===== src/verilog/sync_regs_pkg.sv =====
// Constants for the serial configuration, power-down and reset register group
//
// Contract
// - Serial setup bits 7:4 always read as a mirror of bits 3:0.
// - Long-instruction bit 3 is read-only one; only long instructions are supported.
// - Soft reset bit 2 returns every register except address 0x0000 to default.
// - Soft reset neither releases nor resamples startup pins; hard-reset values are kept.
// - Soft reset bit is not self-clearing; software must write it back to zero.
// - Bit 1 selects LSB first; returning to MSB first waits for an update.
// - Bit 0 set enables the separate data output pin; clear means three-wire.
// - Readback select at 0x0004 bit 0 chooses pending or active buffered values.
// - Writing 1 to 0x0005 bit 0 acts like the update pin, then self-clears.
// - Power-enable register 0x0010 default comes from the startup pins.
// - Bit 7 powers down differential driver; bit 6 powers up CMOS driver.
// - Bit 5 powers up the output doubler; it also needs its own enable.
// - Bit 4 powers down multiplier; bits 3 and 2 power down references.
// - Bit 1 acts as the power-down pin: all but serial port, clock stopped.
// - Bit 0 gates most digital clocks, keeps serial port and input bias alive.
// - At 0x0012 bit 7 clears tuning-word history, bit 5 clears interrupt logic.
// - Bits 4..0 reset fine detector, coarse detector, loop filter, comb, synthesizer.
// - At 0x0013 bit 7 powers down the fundamental output, spur outputs stay.
// - Bits 3 and 2 hold the feedback and input prescalers in reset.
// - Bits 1 and 0 reset integer dividers, synchronous to their own prescalers.
// - A buffered register value takes effect on a register update, except that LSB first takes effect at once.
package sync_regs_pkg;

  // ****************************************************************
  // Register offsets
  // ****************************************************************
  localparam logic [15:0] ADDR_SERIAL_PORT_SETUP = 16'h0000;
  localparam logic [15:0] ADDR_CHIP_IDENT_LOW    = 16'h0002;
  localparam logic [15:0] ADDR_CHIP_IDENT_HIGH   = 16'h0003;
  localparam logic [15:0] ADDR_READBACK_SELECT   = 16'h0004;
  localparam logic [15:0] ADDR_UPDATE_TRIGGER    = 16'h0005;
  localparam logic [15:0] ADDR_POWER_ENABLE_CTRL = 16'h0010;
  localparam logic [15:0] ADDR_PULSE_RESETS      = 16'h0012;
  localparam logic [15:0] ADDR_HELD_RESETS       = 16'h0013;

  // ****************************************************************
  // Field positions
  // ****************************************************************
  localparam int SETUP_LONG_BIT  = 3;
  localparam int SETUP_SOFT_BIT  = 2;
  localparam int SETUP_LSB_BIT   = 1;
  localparam int SETUP_SDO_BIT   = 0;
  localparam int PWR_DIFF_PD_BIT = 7;
  localparam int PWR_CMOS_EN_BIT = 6;
  localparam int PWR_DBL_EN_BIT  = 5;
  localparam int PWR_MULT_PD_BIT = 4;
  localparam int PWR_REFERENCE_A_PD_BIT = 3;
  localparam int PWR_REFERENCE_B_PD_BIT = 2;
  localparam int PWR_FULL_PD_BIT = 1;
  localparam int PWR_DIG_PD_BIT  = 0;

  // ****************************************************************
  // Writable masks and reset values
  // ****************************************************************
  localparam logic [7:0] PULSE_RESETS_MASK = 8'hbf;
  localparam logic [7:0] HELD_RESETS_MASK  = 8'h8f;
  localparam logic [7:0] RESET_VALUE       = 8'h00;
  localparam logic [2:0] SETUP_RESET       = 3'h0;
  // Identification value is arbitrary
  localparam logic [15:0] CHIP_IDENT       = 16'h5a01;

endpackage


===== src/verilog/serial_config_power_reset_regs.sv =====
// Serial configuration, power-down and reset control register group
`timescale 1ns/1ps

module serial_config_power_reset_regs (
  input  wire logic        clk_in,
  input  wire logic        reset_n_in,
  input  wire logic        reg_write_in,
  input  wire logic        reg_read_in,
  input  wire logic [15:0] reg_addr_in,
  input  wire logic [7:0]  reg_wdata_in,
  output logic [7:0]       reg_rdata_out,
  output logic             reg_rvalid_out,
  input  wire logic        update_pin_in,
  input  wire logic        power_down_pin_in,
  input  wire logic [3:0]  startup_pin_in,
  output logic [3:0]       startup_latched_out,
  output logic             update_pulse_out,
  output logic             readback_pending_out,
  output logic             soft_reset_out,
  output logic             lsb_first_out,
  output logic             sdo_enable_out,
  output logic             diff_driver_pd_out,
  output logic             cmos_driver_en_out,
  output logic             doubler_power_out,
  output logic             multiplier_pd_out,
  output logic             reference_a_pd_out,
  output logic             reference_b_pd_out,
  output logic             full_power_down_out,
  output logic             system_clock_stop_out,
  output logic             digital_clock_gate_out,
  output logic             history_clear_out,
  output logic             interrupt_clear_out,
  output logic             fine_detector_rst_out,
  output logic             coarse_detector_rst_out,
  output logic             loop_filter_rst_out,
  output logic             comb_integrator_rst_out,
  output logic             synthesizer_rst_out,
  output logic             fundamental_pd_out,
  output logic             feedback_prescaler_rst_out,
  output logic             input_prescaler_rst_out,
  output logic             feedback_divider_rst_out,
  output logic             input_divider_rst_out
);

  // ****************************************************************
  // Reset release
  // ****************************************************************
  logic       rst_sync_a;
  logic       rst_n;
  logic       startup_taken;
  logic [3:0] startup_value;
  logic [2:0] setup_pending;
  logic       lsb_active;
  logic       readback_sel;
  logic       update_bit;
  logic [7:0] power_ctrl;
  logic [7:0] pulse_reg;
  logic [7:0] held_reg;
  logic [7:0] next_rdata;
  logic       soft_reset;
  logic       update_now;
  logic       wr_setup;
  logic       wr_select;
  logic       wr_update;
  logic       wr_power;
  logic       wr_pulse;
  logic       wr_held;
  logic [3:0] setup_active_nibble;
  logic [3:0] setup_pending_nibble;
  logic       power_down_req;

  always_ff @(posedge clk_in or negedge reset_n_in) begin
    if (!reset_n_in) begin
      rst_sync_a <= 1'b0;
      rst_n      <= 1'b0;
    end else begin
      rst_sync_a <= 1'b1;
      rst_n      <= rst_sync_a;
    end
  end

  // ****************************************************************
  // Helpers
  // ****************************************************************
  function automatic logic hit(input logic [15:0] addr, input logic [15:0] target);
    hit = (addr == target);
  endfunction

  // Power-enable default built from startup straps
  function automatic logic [7:0] power_default(input logic [3:0] pins);
    power_default = {pins[0], pins[1], 1'b0, pins[2], 2'b00, 1'b0, pins[3]};
  endfunction

  // Upper nibble carries the same four bits in reverse order
  function automatic logic [7:0] mirror(input logic [3:0] low);
    mirror = {low[0], low[1], low[2], low[3], low};
  endfunction

  assign soft_reset = setup_pending[sync_regs_pkg::SETUP_SOFT_BIT];
  assign wr_setup   = reg_write_in && hit(reg_addr_in, sync_regs_pkg::ADDR_SERIAL_PORT_SETUP);
  assign wr_select  = reg_write_in && hit(reg_addr_in, sync_regs_pkg::ADDR_READBACK_SELECT);
  assign wr_update  = reg_write_in && hit(reg_addr_in, sync_regs_pkg::ADDR_UPDATE_TRIGGER);
  assign wr_power   = reg_write_in && hit(reg_addr_in, sync_regs_pkg::ADDR_POWER_ENABLE_CTRL);
  assign wr_pulse   = reg_write_in && hit(reg_addr_in, sync_regs_pkg::ADDR_PULSE_RESETS);
  assign wr_held    = reg_write_in && hit(reg_addr_in, sync_regs_pkg::ADDR_HELD_RESETS);
  // Pin event or stored trigger bit give the same transfer
  assign update_now = update_pin_in | update_bit;

  // ****************************************************************
  // Startup strap capture
  // ****************************************************************
  // Caught once after hard reset release; soft reset never resamples
  always_ff @(posedge clk_in or negedge rst_n) begin
    if (!rst_n) begin
      startup_taken <= 1'b0;
      startup_value <= 4'h0;
    end else if (!startup_taken) begin
      startup_taken <= 1'b1;
      startup_value <= startup_pin_in;
    end
  end

  // ****************************************************************
  // Serial port setup
  // ****************************************************************
  // Stored in order {soft, lsb, sdo}; the long bit is a constant one
  always_ff @(posedge clk_in or negedge rst_n) begin
    if (!rst_n) begin
      setup_pending <= sync_regs_pkg::SETUP_RESET;
    end else if (wr_setup) begin
      // Bit 3 is ignored on write
      setup_pending <= reg_wdata_in[2:0];
    end
  end

  // Going to LSB first acts at once, back to MSB first waits for update
  always_ff @(posedge clk_in or negedge rst_n) begin
    if (!rst_n) begin
      lsb_active <= 1'b0;
    end else if (setup_pending[sync_regs_pkg::SETUP_LSB_BIT]) begin
      lsb_active <= 1'b1;
    end else if (update_now) begin
      lsb_active <= 1'b0;
    end
  end

  assign setup_active_nibble = {1'b1, setup_pending[2], lsb_active, setup_pending[0]};
  assign setup_pending_nibble = {1'b1, setup_pending};

  // ****************************************************************
  // Readback select and update trigger
  // ****************************************************************
  always_ff @(posedge clk_in or negedge rst_n) begin
    if (!rst_n) begin
      readback_sel <= 1'b0;
    end else if (soft_reset) begin
      readback_sel <= 1'b0;
    end else if (wr_select) begin
      readback_sel <= reg_wdata_in[0];
    end
  end

  // Stored for one cycle, then clears by itself
  always_ff @(posedge clk_in or negedge rst_n) begin
    if (!rst_n) begin
      update_bit <= 1'b0;
    end else if (soft_reset) begin
      update_bit <= 1'b0;
    end else begin
      update_bit <= wr_update && reg_wdata_in[0];
    end
  end

  // ****************************************************************
  // Power-down and enable
  // ****************************************************************
  // Default is taken from straps, so it is reloaded until they are caught
  always_ff @(posedge clk_in or negedge rst_n) begin
    if (!rst_n) begin
      power_ctrl <= sync_regs_pkg::RESET_VALUE;
    end else if (!startup_taken) begin
      power_ctrl <= power_default(startup_pin_in);
    end else if (soft_reset) begin
      power_ctrl <= power_default(startup_value);
    end else if (wr_power) begin
      power_ctrl <= reg_wdata_in;
    end
  end

  // ****************************************************************
  // Reset strobes and held resets
  // ****************************************************************
  // Each written one lives exactly one cycle; bit 6 is reserved
  always_ff @(posedge clk_in or negedge rst_n) begin
    if (!rst_n) begin
      pulse_reg <= sync_regs_pkg::RESET_VALUE;
    end else if (soft_reset) begin
      pulse_reg <= sync_regs_pkg::RESET_VALUE;
    end else if (wr_pulse) begin
      pulse_reg <= reg_wdata_in & sync_regs_pkg::PULSE_RESETS_MASK;
    end else begin
      pulse_reg <= sync_regs_pkg::RESET_VALUE;
    end
  end

  always_ff @(posedge clk_in or negedge rst_n) begin
    if (!rst_n) begin
      held_reg <= sync_regs_pkg::RESET_VALUE;
    end else if (soft_reset) begin
      held_reg <= sync_regs_pkg::RESET_VALUE;
    end else if (wr_held) begin
      held_reg <= reg_wdata_in & sync_regs_pkg::HELD_RESETS_MASK;
    end
  end

  // ****************************************************************
  // Readback
  // ****************************************************************
  always_comb begin
    next_rdata = sync_regs_pkg::RESET_VALUE;
    case (reg_addr_in)
      sync_regs_pkg::ADDR_SERIAL_PORT_SETUP: begin
        // Bit 1 is buffered: pending or active copy by select
        if (readback_sel) begin
          next_rdata = mirror(setup_pending_nibble);
        end else begin
          next_rdata = mirror(setup_active_nibble);
        end
      end
      sync_regs_pkg::ADDR_CHIP_IDENT_LOW: begin
        next_rdata = sync_regs_pkg::CHIP_IDENT[7:0];
      end
      sync_regs_pkg::ADDR_CHIP_IDENT_HIGH: begin
        next_rdata = sync_regs_pkg::CHIP_IDENT[15:8];
      end
      sync_regs_pkg::ADDR_READBACK_SELECT: begin
        next_rdata = {7'h00, readback_sel};
      end
      sync_regs_pkg::ADDR_UPDATE_TRIGGER: begin
        next_rdata = {7'h00, update_bit};
      end
      sync_regs_pkg::ADDR_POWER_ENABLE_CTRL: begin
        next_rdata = power_ctrl;
      end
      sync_regs_pkg::ADDR_PULSE_RESETS: begin
        next_rdata = pulse_reg;
      end
      sync_regs_pkg::ADDR_HELD_RESETS: begin
        next_rdata = held_reg;
      end
      default: begin
        next_rdata = sync_regs_pkg::RESET_VALUE;
      end
    endcase
  end

  always_ff @(posedge clk_in or negedge rst_n) begin
    if (!rst_n) begin
      reg_rdata_out  <= sync_regs_pkg::RESET_VALUE;
      reg_rvalid_out <= 1'b0;
    end else begin
      reg_rvalid_out <= reg_read_in;
      if (reg_read_in) begin
        reg_rdata_out <= next_rdata;
      end
    end
  end

  // ****************************************************************
  // Control outputs
  // ****************************************************************
  // Registered so that every strobe is glitch free toward analog blocks
  always_ff @(posedge clk_in or negedge rst_n) begin
    if (!rst_n) begin
      update_pulse_out <= 1'b0;
    end else begin
      update_pulse_out <= update_now;
    end
  end

  // Level copy for the other banks, which restore their own defaults
  always_ff @(posedge clk_in or negedge rst_n) begin
    if (!rst_n) begin
      soft_reset_out <= 1'b0;
    end else begin
      soft_reset_out <= soft_reset;
    end
  end

  always_ff @(posedge clk_in or negedge rst_n) begin
    if (!rst_n) begin
      sdo_enable_out <= 1'b0;
    end else begin
      sdo_enable_out <= setup_pending[sync_regs_pkg::SETUP_SDO_BIT];
    end
  end

  // Port logic follows the active order, never the pending one
  always_ff @(posedge clk_in or negedge rst_n) begin
    if (!rst_n) begin
      lsb_first_out <= 1'b0;
    end else begin
      lsb_first_out <= lsb_active;
    end
  end

  // Same effect as the pin: all but the serial port, clock stopped
  assign power_down_req = power_ctrl[sync_regs_pkg::PWR_FULL_PD_BIT] | power_down_pin_in;
  always_ff @(posedge clk_in or negedge rst_n) begin
    if (!rst_n) begin
      full_power_down_out   <= 1'b0;
      system_clock_stop_out <= 1'b0;
    end else begin
      full_power_down_out   <= power_down_req;
      system_clock_stop_out <= power_down_req;
    end
  end

  assign startup_latched_out        = startup_value;
  assign readback_pending_out       = readback_sel;
  assign diff_driver_pd_out         = power_ctrl[sync_regs_pkg::PWR_DIFF_PD_BIT];
  assign cmos_driver_en_out         = power_ctrl[sync_regs_pkg::PWR_CMOS_EN_BIT];
  // Doubler still needs its own enable in the output configuration
  assign doubler_power_out          = power_ctrl[sync_regs_pkg::PWR_DBL_EN_BIT];
  assign multiplier_pd_out          = power_ctrl[sync_regs_pkg::PWR_MULT_PD_BIT];
  assign reference_a_pd_out         = power_ctrl[sync_regs_pkg::PWR_REFERENCE_A_PD_BIT];
  assign reference_b_pd_out         = power_ctrl[sync_regs_pkg::PWR_REFERENCE_B_PD_BIT];
  // Bias stays on, only clocks are removed, so wake-up is quick
  assign digital_clock_gate_out     = power_ctrl[sync_regs_pkg::PWR_DIG_PD_BIT];
  assign history_clear_out          = pulse_reg[7];
  assign interrupt_clear_out        = pulse_reg[5];
  assign fine_detector_rst_out      = pulse_reg[4];
  assign coarse_detector_rst_out    = pulse_reg[3];
  assign loop_filter_rst_out        = pulse_reg[2];
  assign comb_integrator_rst_out    = pulse_reg[1];
  assign synthesizer_rst_out        = pulse_reg[0];
  assign fundamental_pd_out         = held_reg[7];
  // Level held while set; prescalers use it as an asynchronous reset
  assign feedback_prescaler_rst_out = held_reg[3];
  assign input_prescaler_rst_out    = held_reg[2];
  // Divider side synchronises these to its own prescaler output
  assign feedback_divider_rst_out   = held_reg[1];
  assign input_divider_rst_out      = held_reg[0];

endmodule


===== config.mk =====
export PLATFORM = sky130hd
export DESIGN_NAME = serial_config_power_reset_regs
export DESIGN_NICKNAME = d
export VERILOG_FILES = /design/src/verilog/sync_regs_pkg.sv /design/src/verilog/serial_config_power_reset_regs.sv
export SDC_FILE = /design/constraint.sdc
export NUM_CORES = 1
export LEC_CHECK = 0
export ABC_AREA = 1
export BUFFER_PORTS_ARGS = -buffer_cell sky130_fd_sc_hd__buf_2
export CORE_MARGIN = 2
export CORE_UTILIZATION = 54
export DETAILED_ROUTE_END_ITERATION = 10
export GPL_TIMING_DRIVEN = 1
export PLACE_DENSITY = 0.85
export SYNTH_ARGS = -nofsm -noshare
export SYNTH_HDL_FRONTEND = slang
export SYNTH_SLANG_ARGS = --single-unit

===== constraint.sdc =====
create_clock -name clk_in -period 2.74 [get_ports clk_in]
set_input_delay 0.274 -clock clk_in [delete_from_list [all_inputs] [get_ports clk_in]]
set_output_delay 0.274 -clock clk_in [all_outputs]
set_load 0.01 [all_outputs]

# Word-level counts from Yosys, hierarchy flattened
# Cells that the tools add are included.
classes:
  n_addsub: 0
  mul: 0
  n_div: 0
  magnitude_cmp: 0
  n_eq_ne: 8
  shift: 0
  mux: 14
  bitwise_logic: 2
  reduce_logical: 11
op_table:
  columns: ["operator", "count"]
  rows:
  - ["$pmux W8 S8", 1]
  - ["$mux W8", 7]
  - ["$eq A16 B5 Y1 const B", 3]
  - ["$eq A16 B2 Y1 const B", 2]
  - ["$eq A16 B3 Y1 const B", 2]
  - ["$logic_not A16 Y1", 1]
  - ["$logic_and A1 B1 Y1", 7]
  - ["$mux W7", 1]
  - ["$reduce_bool A2 Y1", 3]
  - ["$mux W1", 5]
  - ["$ne A3 B1 Y1 const B", 1]
  - ["$or A1 B1 Y1", 2]
totals:
  reg_bits: 51
  latchBits: 0
  ramBits: 0
  romBits: 0
  in_bits: 34
  n_memories: 0

# Depth between registers and ports, before layout
depth:
  ltp_word: 5
  depth_mapped: 11

# Least setup slack after synthesis
# Ideal clock, no wire load.
synth_timing:
  path_type: "input-to-reg"
  from: "input reg_addr_in[15]"
  to: "register power_ctrl[4]"
  setup_ps: 124
  t_arrival_ps: 1057
  required_time_ps: 2616
  setup_slack_ps: 1559
  stages: 10
  path_buffers: 0
  path_cell_list: "nor2_1 nand2_1 nor2_4 nand2_2 inv_2 nand2_2 nand2_4 inv_6 nand2_1 o21ai_2"
synth_via:
  elab_chain_cells: 3
synth_rtl:
  columns: ["element", "line", "text"]
  rows:
  - ["from (decl)", "serial_config_power_reset_regs.sv:9", "input wire logic [15:0] reg_addr_in,"]
  - ["$eq A16 B5 Y1", "serial_config_power_reset_regs.sv:86", "hit = (addr == target);"]
  - ["$logic_and A1 B1 Y1", "serial_config_power_reset_regs.sv:103", "assign wr_power = reg_write_in && hit(reg_addr_in, sync_regs_pkg::ADDR_POWER_ENABLE_CTRL);"]
  - ["$ne A3 B1 Y1 (no line)", null, null]
  - ["to (signal assigned)", "serial_config_power_reset_regs.sv:180", "power_ctrl <= sync_regs_pkg::RESET_VALUE;"]
  - ["to (signal assigned)", "serial_config_power_reset_regs.sv:182", "power_ctrl <= power_default(startup_pin_in);"]
  - ["to (signal assigned)", "serial_config_power_reset_regs.sv:184", "power_ctrl <= power_default(startup_value);"]
  - ["to (decl)", "serial_config_power_reset_regs.sv:56", "logic [7:0] power_ctrl;"]
# Every way passes these cells.
# A chain may end at the register's enable or synchronous reset.

# Worst setup path in the final report
layout_timing:
  from: "register setup_pending[2]"
  to: "register power_ctrl[7]"
layout_via:
  elab_chain_cells: 2
  elab_cells_between_ends: 3
layout_rtl:
  columns: ["element", "line", "text"]
  rows:
  - ["from (decl)", "serial_config_power_reset_regs.sv:52", "logic [2:0] setup_pending;"]
  - ["from (signal assigned)", "serial_config_power_reset_regs.sv:129", "setup_pending <= sync_regs_pkg::SETUP_RESET;"]
  - ["from (signal assigned)", "serial_config_power_reset_regs.sv:132", "setup_pending <= reg_wdata_in[2:0];"]
  - ["$mux W8", "serial_config_power_reset_regs.sv:183", "end else if (soft_reset) begin"]
  - ["$mux W8", "serial_config_power_reset_regs.sv:181", "end else if (!startup_taken) begin"]
# Parallel ways exist; a longest one is shown, timed or not.

==> flow_summary_export.csv <==
group,metric,value,unit
worst_setup_path,max_stage_delay,460,ps
floorplanning,num_io_pins,73,
grt,use_met1,31.6,%
floorplanning,rows,23,
floorplanning,die_w,67.3,µm
grt,grt_pass1_wl,8060,µm
worst_setup_path,cpMostUsedCell,"nand2_1",
grt,track_usage,23.9,%
logic_synthesis,synthMuxAreaShare,0,%
grt,grt_pass1_vias,1785,
routing,vias,1949,
routing,drt_wl_total,5130,µm
logic_synthesis,avgSynthCellArea,8.39,µm²
grt,gr-total-overflow,0,
timing,setup_tns,0,ps
worst_setup_path,cp_top_family,"buffers and inverters",
layout,design_area,2660,µm²
clock_tree,clkSinkCount,47,
worst_setup_path,worstSetupPathType,"register to register",
logic_synthesis,synth-simple-area-share,30.8,%
clock_tree,cts_buffers,5,
worst_setup_path,cp-start-kind,"register",
logic_synthesis,synth-xor-area-share,0,%
logic_synthesis,synth_compound_area_share,9.30,%
timing,rsz0062_at_grt,"false",
routing,antenna_left,0,
logic_synthesis,synth_top_family_by_area,"simple AND/OR/NAND/NOR gates",
place,place.detailed.hpwl,3780,µm
clock_tree,clockBufferDepth,2,
timing,clock_skew,9.22,ps
worst_setup_path,critPathBufInv,1,
timing,layout_min_cycle_time,1670,ps
routing,wire_per_inst,13.3,µm
timing,worstMarginPinSlew,942,ps
routing,drc,0,
layout,drive_gt1_share,32.0,%
clock_tree,clkSlewWorstSetupHoldPaths,90,ps
layout,diodes,0,
place,gp_congestion,0.823,
power,power.density,477,nW/µm²
grt,grt.busiest_layer,"met2",
min_path,hp-class,"primary input to register",
power,ir_drop,0.387,mV
timing,slew_headroom,37.2,%
grt,groute.layer.met2.usage,40.6,%
routing,viasPerCell,5.08,
worst_setup_path,cp_cell_sequence,"clkinv_1, nand2_1, o221ai_1, nand2_1, o21ai_0",
logic_synthesis,syn_area,2170,µm²
power,p_leak,1.42,nW
clock_tree,htree_levels,2,
worst_setup_path,crit_slowest_cell,"clkinv_1",
logic_synthesis,syn_inst,258,
floorplanning,dieArea,4530,µm²
timing,finalHoldViolations,0,
grt,grt_max_degree,46,
clock_tree,cts.root.buffer_cell,"clkbuf_8",
timing,drv_slew,0,
flow_run,max_cap_viol_count,0,
clock_tree,cts_resized,0,
timing,finalSetupViolations,0,
grt,antenna_found_initial,0,
worst_setup_path,worstPathArrival,1850,ps
floorplanning,start_util,54.9,%
clock_tree,clk_latency,300,ps
worst_setup_path,crit_fanout,19,
floorplanning,die_y,67.3,µm
floorplanning,core_area,3940,µm²
layout,nNetsFinal,367,
logic_synthesis,yosysSeqAreaShare,54.3,%
clock_tree,cts_tree,"done",
routing,drt_iter0_markers,130,
worst_setup_path,cp.required,2920,ps
place,portBuffers,72,
routing,drt_pass1_iterations,4,
worst_setup_path,cp-end-kind,"register",
layout,n_fill_cell,332,
layout,syn_to_final_growth,23.0,%
grt,grt_use_met3,4.50,%
timing,fmax,600,MHz
logic_synthesis,yosys_warnings,0,
timing,holdWs,169,ps
logic_synthesis,synthAdderAreaFrac,0,%
place,placed_area,2550,µm²
timing,finalCritPeriodShare,60.8,%
outcome,status,"finished, final reports clean",
logic_synthesis,ys_types,27,
logic_synthesis,ys_ff_latch,47,
## area by class of cell
| class | instances | area, µm² | share of cell area (%) |
|---|---|---|---|
| Timing Repair Buffer | 73 | 370 | 13.9 |
| Clock buffer | 8 | 100 | 3.76 |
| Tap cell | 50 | 62.6 | 2.35 |
| Inverter | 19 | 76.3 | 2.87 |
| Multi-Input combinational cell | 187 | 877 | 32.9 |
| Sequential cell | 47 | 1180 | 44.2 |
## routing by layer
| metal | up-vias | wire, µm |
|---|---|---|
| met5 | - | 0 |
| met4 | 0 | 66 |
| met3 | 7 | 289 |
| met2 | 76 | 2600 |
| met1 | 899 | 2170 |
| li1 | 967 | - |
## cell usage after synthesis
| library cell | count | area share (%) |
|---|---|---|
| conb_1 | 1 | 0.17 |
| buf_2 | 2 | 0.46 |
| nand3_1 | 23 | 5.3 |
| inv_2 | 2 | 0.35 |
| o21ai_0 | 15 | 3.5 |
| a21boi_0 | 1 | 0.35 |
| clkbuf_1 | 1 | 0.17 |
| o211ai_1 | 1 | 0.35 |
| nor2_1 | 28 | 4.9 |
| buf_4 | 2 | 0.69 |
| inv_1 | 15 | 2.6 |
| nand2_1 | 80 | 14 |
| and2_4 | 1 | 0.40 |
| dfrtp_1 | 47 | 54 |
| nand4_1 | 1 | 0.29 |
| nor2_2 | 6 | 1.7 |
| a21oi_1 | 1 | 0.23 |
| nor2_4 | 3 | 1.6 |
| buf_6 | 1 | 0.52 |
| o21ai_1 | 9 | 2.1 |
| o221ai_1 | 2 | 0.81 |
| inv_6 | 1 | 0.40 |
| nand2_4 | 1 | 0.52 |
| nand2_2 | 6 | 1.7 |
| or2_2 | 2 | 0.58 |
| o21ai_2 | 5 | 2.0 |
| clkinv_1 | 1 | 0.17 |
## path summary, 6_finish.rpt
path	slack [ps]	endpoint	depth (start not counted)	from
max reg2reg	1070	power_ctrl[7]	5	setup_pending[2]
min in group asynchronous	280	rst_n	2	reset_n_in
min reg2reg	360	rst_n	0	rst_sync_a
min	170	system_clock_stop_out	2	power_down_pin_in
max	1070	power_ctrl[7]	5	setup_pending[2]
max in group asynchronous	1730	pulse_reg[4]	0	rst_n
## kinds of logic (layout without fill, tap and decap cells)
family | after synthesis | in the layout
AOI/OAI and AO/OA | 34 | 34
buffers and inverters | 25 | 100
DFF | 47 | 47
other | 1 | 2
and+or+nand+nor | 151 | 151
## power by group
| group | internal, mW | switching, mW | total, mW |
|---|---|---|---|
| clock network | 0.230 | 0.218 | 0.449 |
| logic | 0.0408 | 0.0526 | 0.0933 |
| registers | 0.708 | 0.0214 | 0.729 |
| total | 0.979 | 0.292 | 1.27 |
## what timing repair did
action,in CTS,in global routing
hold buffers,1,0
hold endpoints to repair,2,0
buffers inserted,0,0
endpoints found under the setup margin,0,0
## metrics by stage
step                      setup WS, ps  power [mW]  utilization [%]  std cells
after floorplan                   1340       0.782                -        259
after global placement            1110       0.832             64.8        375
after detailed placement          1070       0.835             64.8        375
after CTS                         1090        1.28             67.6        384
after global routing               866        1.33             67.6        384
final                             1070        1.27             67.6        384
## placed cells by master, fill, tap and decap left out
cell,instances
nand2_1,80
buf_2,72
dfrtp_1,46
nor2_1,28
nand3_1,23
inv_1,15
o21ai_0,15
o21ai_1,9
clkbuf_8,7
nor2_2,6
nand2_2,6
o21ai_2,5
nor2_4,3
or2_2,2
inv_2,2
o221ai_1,2
conb_1,2
clkinv_1,1
and2_4,1
nand2_4,1
inv_6,1
o211ai_1,1
a21boi_0,1
a21oi_1,1
nand4_1,1
clkbuf_1,1
dlygate4sd3_1,1
dfrtp_2,1
(Power assumes the default switching activity.)
